### src/design/cfsp_pkg.sv
// Purpose: constants for the four-wire serial configuration port
// Assumes: 100 MHz system clock, serial pins sampled on that clock
// Notes:   shared by the port top and its synchroniser
package cfsp_pkg;
  localparam int          ADDR_BITS     = 8;
  localparam int          DATA_BITS     = 8;
  localparam int          REG_IDX_BITS  = 7;
  localparam int          REG_COUNT     = 128;
  localparam logic [2:0]  LAST_BIT      = 3'h7;
  localparam logic [2:0]  CNT_RESET     = 3'h0;
  localparam logic [1:0]  DIV_RESET     = 2'h0;
  localparam logic [1:0]  DIV4_LAST     = 2'h3;
  localparam int          SYNC_STAGES   = 2;
  // controller-side serial clock limit, kept for reference by the bench
  localparam int          SCLK_MAX_HZ   = 11000000;
  localparam int          SYS_CLK_HZ    = 100000000;
  localparam int          MCLK_NOM_HZ   = 44000000;

  typedef enum logic [1:0] {
    CFSP_IDLE = 2'b00,
    CFSP_ADDR = 2'b01,
    CFSP_DATA = 2'b10,
    CFSP_DONE = 2'b11
  } cfsp_state_t;
endpackage

### src/design/cfsp_port.sv
// Purpose: four-wire serial configuration port with register storage
// Assumes: one 100 MHz clock; serial clock handled as a sampled signal
// Notes:   register contents survive every reset and have no defaults
`timescale 1ns/10ps

module cfsp_port
  import cfsp_pkg::*;
(
  // clock and reset
  input  wire logic                    clk,
  input  wire logic                    rst,
  // serial configuration pins
  input  wire logic                    sclk,
  input  wire logic                    cs_n,
  input  wire logic                    rd_wr,
  input  wire logic                    serial_data_line_in,
  output logic                         serial_data_line_out,
  output logic                         serial_data_line_oe,
  // master reset pin and function enables
  input  wire logic                    master_reset_n,
  output logic                         tx_enable,
  output logic                         rx_enable,
  output logic                         standby,
  // divided clock enables
  output logic                         clk_div2_en,
  output logic                         clk_div4_en,
  // configuration read-back for the rest of the device
  input  wire logic [REG_IDX_BITS-1:0] cfg_index,
  output logic      [DATA_BITS-1:0]    cfg_data
);
  logic [3:0]              pins_s;
  logic                    sclk_s;
  logic                    cs_n_s;
  logic                    rw_s;
  logic                    sd_s;
  logic                    sclk_d_reg;
  logic                    rise;
  cfsp_state_t             state_reg;
  logic [2:0]              cnt_reg;
  logic [DATA_BITS-1:0]    shift_reg;
  logic [DATA_BITS-1:0]    rd_shift_reg;
  logic [ADDR_BITS-1:0]    addr_reg;
  logic [ADDR_BITS-1:0]    addr_next;
  logic [DATA_BITS-1:0]    wr_data_next;
  logic                    wr_en;
  logic [1:0]              div_reg;
  logic [DATA_BITS-1:0]    cfg_mem [REG_COUNT];

  cfsp_sync #(
    .WIDTH (4)
  ) cfsp_sync_inst (
    .clk (clk),
    .rst (rst),
    // select enters inverted so a cleared synchroniser reads as deselected
    .d   ({sclk, ~cs_n, rd_wr, serial_data_line_in}),
    .q   (pins_s)
  );

  assign sclk_s = pins_s[3];
  assign cs_n_s = ~pins_s[2];
  assign rw_s   = pins_s[1];
  assign sd_s   = pins_s[0];

  // edge detect on the synchronised serial clock
  // sclk idles low, so the cleared history bit gives no false edge
  always_ff @(posedge clk) begin
    if (rst) begin
      sclk_d_reg <= 1'b0;
    end else begin
      sclk_d_reg <= sclk_s;
    end
  end

  assign rise         = sclk_s & ~sclk_d_reg;
  assign addr_next    = {shift_reg[DATA_BITS-2:0], sd_s};
  assign wr_data_next = {shift_reg[DATA_BITS-2:0], sd_s};
  // write strobe: sixteenth rising edge of a write frame
  assign wr_en        = ~cs_n_s & rise & (state_reg == CFSP_DATA)
                        & (cnt_reg == LAST_BIT) & ~rw_s;

  // serial state machine
  always_ff @(posedge clk) begin
    if (rst || cs_n_s) begin
      state_reg    <= CFSP_IDLE;
      cnt_reg      <= CNT_RESET;
      shift_reg    <= '0;
      rd_shift_reg <= '0;
      addr_reg     <= '0;
    end else begin
      case (state_reg)
        CFSP_IDLE: begin
          state_reg <= CFSP_ADDR;
          cnt_reg   <= CNT_RESET;
        end
        CFSP_ADDR: begin
          if (rise) begin
            shift_reg <= addr_next;
            cnt_reg   <= cnt_reg + 3'h1;
            if (cnt_reg == LAST_BIT) begin
              addr_reg     <= addr_next;
              rd_shift_reg <= cfg_mem[addr_next[ADDR_BITS-1:1]];
              state_reg    <= CFSP_DATA;
              cnt_reg      <= CNT_RESET;
            end
          end
        end
        CFSP_DATA: begin
          if (rise) begin
            shift_reg    <= wr_data_next;
            rd_shift_reg <= {rd_shift_reg[DATA_BITS-2:0], 1'b0};
            cnt_reg      <= cnt_reg + 3'h1;
            if (cnt_reg == LAST_BIT) begin
              state_reg <= CFSP_DONE;
            end
          end
        end
        CFSP_DONE: begin
          // further edges are ignored until select goes high
          state_reg <= CFSP_DONE;
        end
        default: begin
          state_reg <= CFSP_IDLE;
        end
      endcase
    end
  end

  // read data line: the next bit appears after each rising edge
  // first bit comes straight from storage, the rest from the shift register
  always_ff @(posedge clk) begin
    if (rst || cs_n_s) begin
      serial_data_line_out <= 1'b0;
    end else if (rise && state_reg == CFSP_ADDR && cnt_reg == LAST_BIT) begin
      serial_data_line_out <=
        cfg_mem[addr_next[ADDR_BITS-1:1]][DATA_BITS-1];
    end else if (rise && state_reg == CFSP_DATA) begin
      serial_data_line_out <= rd_shift_reg[DATA_BITS-2];
    end
  end

  // drive only while selected and reading
  // follows the pins about three clocks late, like the serial path
  always_ff @(posedge clk) begin
    if (rst) begin
      serial_data_line_oe <= 1'b0;
    end else begin
      serial_data_line_oe <= ~cs_n_s & rw_s;
    end
  end

  // configuration storage: no reset, no preset values
  // the reserved low address bit is dropped from the index
  always_ff @(posedge clk) begin
    if (wr_en) begin
      cfg_mem[addr_reg[ADDR_BITS-1:1]] <= wr_data_next;
    end
  end

  always_ff @(posedge clk) begin
    cfg_data <= cfg_mem[cfg_index];
  end

  // transmit enable and standby follow master reset only
  always_ff @(posedge clk) begin
    if (rst) begin
      tx_enable <= 1'b0;
      standby   <= 1'b1;
    end else begin
      tx_enable <= master_reset_n;
      standby   <= ~master_reset_n;
    end
  end

  // receive side kept apart: select never reaches it
  always_ff @(posedge clk) begin
    if (rst) begin
      rx_enable <= 1'b0;
    end else begin
      rx_enable <= master_reset_n;
    end
  end

  // free-running divider count, wraps every four clocks
  always_ff @(posedge clk) begin
    if (rst) begin
      div_reg <= DIV_RESET;
    end else begin
      div_reg <= div_reg + 2'h1;
    end
  end

  // divide-by-two and divide-by-four enables
  always_ff @(posedge clk) begin
    if (rst) begin
      clk_div2_en <= 1'b0;
      clk_div4_en <= 1'b0;
    end else begin
      clk_div2_en <= div_reg[0];
      clk_div4_en <= (div_reg == DIV4_LAST);
    end
  end
endmodule

### src/design/cfsp_sync.sv
// Purpose: two-flop synchroniser for asynchronous serial pins
// Assumes: inputs may change at any time relative to clk
// Notes:   only the second stage is visible outside
`timescale 1ns/10ps
module cfsp_sync
  import cfsp_pkg::*;
#(
  parameter int WIDTH = 1
) (
  // clock and reset
  input  wire logic             clk,
  input  wire logic             rst,
  // data
  input  wire logic [WIDTH-1:0] d,
  output logic      [WIDTH-1:0] q
);
  logic [WIDTH-1:0] meta_reg;

  always_ff @(posedge clk) begin
    if (rst) begin
      meta_reg <= '0;
      q        <= '0;
    end else begin
      meta_reg <= d;
      q        <= meta_reg;
    end
  end
endmodule

### config.mk
export PLATFORM = sky130hd
export DESIGN_NAME = cfsp_port
export DESIGN_NICKNAME = d
export VERILOG_FILES = /design/src/design/cfsp_pkg.sv /design/src/design/cfsp_port.sv /design/src/design/cfsp_sync.sv
export SDC_FILE = /design/constraint.sdc
export NUM_CORES = 1
export LEC_CHECK = 0
export ABC_CLOCK_PERIOD_IN_PS = 2900
export BUFFER_PORTS_ARGS = -buffer_cell sky130_fd_sc_hd__buf_2
export CAP_MARGIN = 5
export CORE_ASPECT_RATIO = 0.8
export CORE_UTILIZATION = 46
export DETAILED_ROUTE_END_ITERATION = 16
export GPL_TIMING_DRIVEN = 1
export HOLD_SLACK_MARGIN = 0.1
export SYNTH_ARGS = -nofsm -noshare
export SYNTH_HDL_FRONTEND = slang
export SYNTH_SLANG_ARGS = --single-unit
### constraint.sdc
create_clock -name clk -period 2.9 [get_ports clk]
set_clock_uncertainty 0.15 [all_clocks]
set_input_delay 0.435 -clock clk [delete_from_list [all_inputs] [get_ports clk]]
set_output_delay 0.435 -clock clk [all_outputs]
set_load 0.005 [all_outputs]
==> summary.txt <==
status: finished, final reports clean
Crit Path Category: flop to flop
Worst slew margin: 0.424
Port Buffers: 28
Detailed Routing Iterations Pass 1: 8
Worst Path Max Fanout: 8
HPWL Detailed: 95.7 mm
Cells after Synth: 2,402
via count: 27,800
most common library cells after synthesis: edfxtp_1, mux4_2, nor2_1, nand2_1, mux2i_1
flop2flop setup slack: 0.006 ns
Die Area: 110,000 µm²
ratio of cells with drive above 1 in the final layout: 0.428
WL/cell: 33.8 µm
Synth area leader: edfxtp_1
DRT iter0 DRCs: 4,040
Syn Std Cell Area: 49,800 µm²
first-pass GRT wire length: 205 mm
pre-CTS setup slack: -0.250 ns
hold crit path type: primary input to flop
Largest register FFs: 1,024
overall global routing resource usage: 0.266
vias in the first global route: 28,000
final hold slack: 0.279 ns
largest net degree at the start of global routing: 100
htree depth: 3
most frequent cell after synthesis: edfxtp_1
Worst-path clk slew: 0.06 ns
placed cells: 4,008
Root Buffer: clkbuf_16
final worst path period share: 0.998
#FFs+latches synth: 1,082
total grt overflow: 0
Post-synth EDFFs: 1,024
PwrDens: 544 nW/µm²
CP Launch Type: flop
final slew viol count: 0
placement row count: 107
endpoints failing setup: 0
fin nets: 2,758
sequential-to-total area share from yosys stat: 0.640
DRT antenna net count: 0
Async SR Flop Fraction: 0
routability congestion estimate: 0.886
LEAKAGE: 18.6 nW
diodes inserted: 0
Slew @ Worst Pin: 0.864 ns
Core Area: 107,000 µm²
crit end category: flop
FMAX: 346 MHz
top_reg_cell synth: edfxtp_1
critical path arrival: 3.33 ns
CTS max path bufs: 3
num ports: 29
worst path required time: 3.34 ns
DRC: 0
Fin Setup TNS: 0 ns
total CTS buffers: 109
Tot Pwr: 31.5 mW
area growth from synthesis to layout: 16.4%
final cell count without fillers: 4,242
TritonCTS clock tree: done
clock latency on the worst-skew pair: 0.70 ns
Total Routed Length: 143 mm
initial core utilization: 0.466
syn_nets: 2,424
vias per cell: 6.56
Ys Warns: 0
library cells used by synthesis: 50
DIE WIDTH: 370 µm
Tmin final: 2.89 ns
# Max-Cap Violations: 0
setup ws final: 0.00606 ns
Peak VDD IR: 533 µV
initial antenna violation count: 1
Hold Vio Cnt, Final: 0
mean post-synth cell area: 20.7 µm²
Area contributors post-synth: edfxtp_1, mux4_2, dfxtp_1, mux2i_1, nor2_1
Die Span Y: 296 µm
CTS Sinks: 1,082
top cell type's share of synthesized area: 0.617
report_power, final:
part | internal [mW] | total [mW] | switching (mW)
sequential | 16.9 | 16.9 | 0.0249
clock | 7.85 | 13.9 | 6.05
combinational | 0.356 | 0.770 | 0.415
total | 25.1 | 31.5 | 6.48
logic make-up after synthesis:
| family | Yosys count | share of synthesized area |
|---|---|---|
| AND/OR/NAND/NOR | 328 | 0.0286 |
| AO/OA/AOI/OAI | 111 | 0.0159 |
| flip-flops | 1082 | 0.640 |
| adder cells (fa/ha/maj) | 8 | 0.00201 |
| multiplexers | 687 | 0.292 |
| buffers and inverters | 186 | 0.0211 |
per-stage QoR:
stage           util  area, µm²
2_1_floorplan      -      49800
3_3_place_gp   0.506      54100
3_5_place_dp   0.506      54100
4_1_cts        0.540      57800
5_1_grt        0.542      58000
6_report       0.542      58000
final cells by class:
class	instances	area [µm²]
inverter	5	21.3
clock inverter	70	574
fill	8056	49000
timing repair buffer	404	3850
multi-input combinational	1134	16900
clock buffer	130	2910
sequential	1082	32000
tap	1417	1770
worst paths after layout:
path / from / to / cells after the start
max reg2reg: flop / rd_shift_reg[3] / 8
max: flop / rd_shift_reg[3] / 8
min reg2reg: cfsp_sync_inst.meta_reg[0] / cfsp_sync_inst.q[0] / 1
min: cfg_index[5] / cfg_data[4] / 4
critical path: stages (launching register included):
cell and delay, ns:
dfxtp_4 0.42, buf_4 0.20, clkbuf_16 0.18, mux4_2 0.50
mux4_2 0.56, a22o_1 0.29, a211oi_1 0.22, buf_4 0.18
o41ai_1 0.07
cells in the final DEF, fill, tap and decap left out, types with 9 or more instances in the layout:
cell type         n
edfxtp_1       1024
mux4_2          612
buf_4           302
nor2_1          151
clkbuf_16       113
nand2_1          84
mux2i_1          67
buf_12           60
dfxtp_1          45
nand3_1          33
nor2b_1          31
clkinv_2         30
a21oi_1          25
buf_2            24
clkinv_1         15
clkbuf_1         14
a22o_1           11
dfxtp_4          11
dlygate4sd3_1    11
o22ai_1           9
a211oi_1          9
repair_timing:
action                     in CTS  in global routing
gates resized for setup         5                 11
gates cloned                    1                  1
setup endpoints to repair       4                 16
hold buffers                   11                  0
hold endpoints to repair       16                  0
buffers inserted                0                 21
layer usage:
layer	share of wire	track usage	vias up
li1	-	-	11100
met1	0.43	0.408	15000
met2	0.46	0.396	1538
met3	0.096	0.0498	195
met4	0.022	0.0599	0
met5	0	0	-
(Power assumes the default switching activity.)
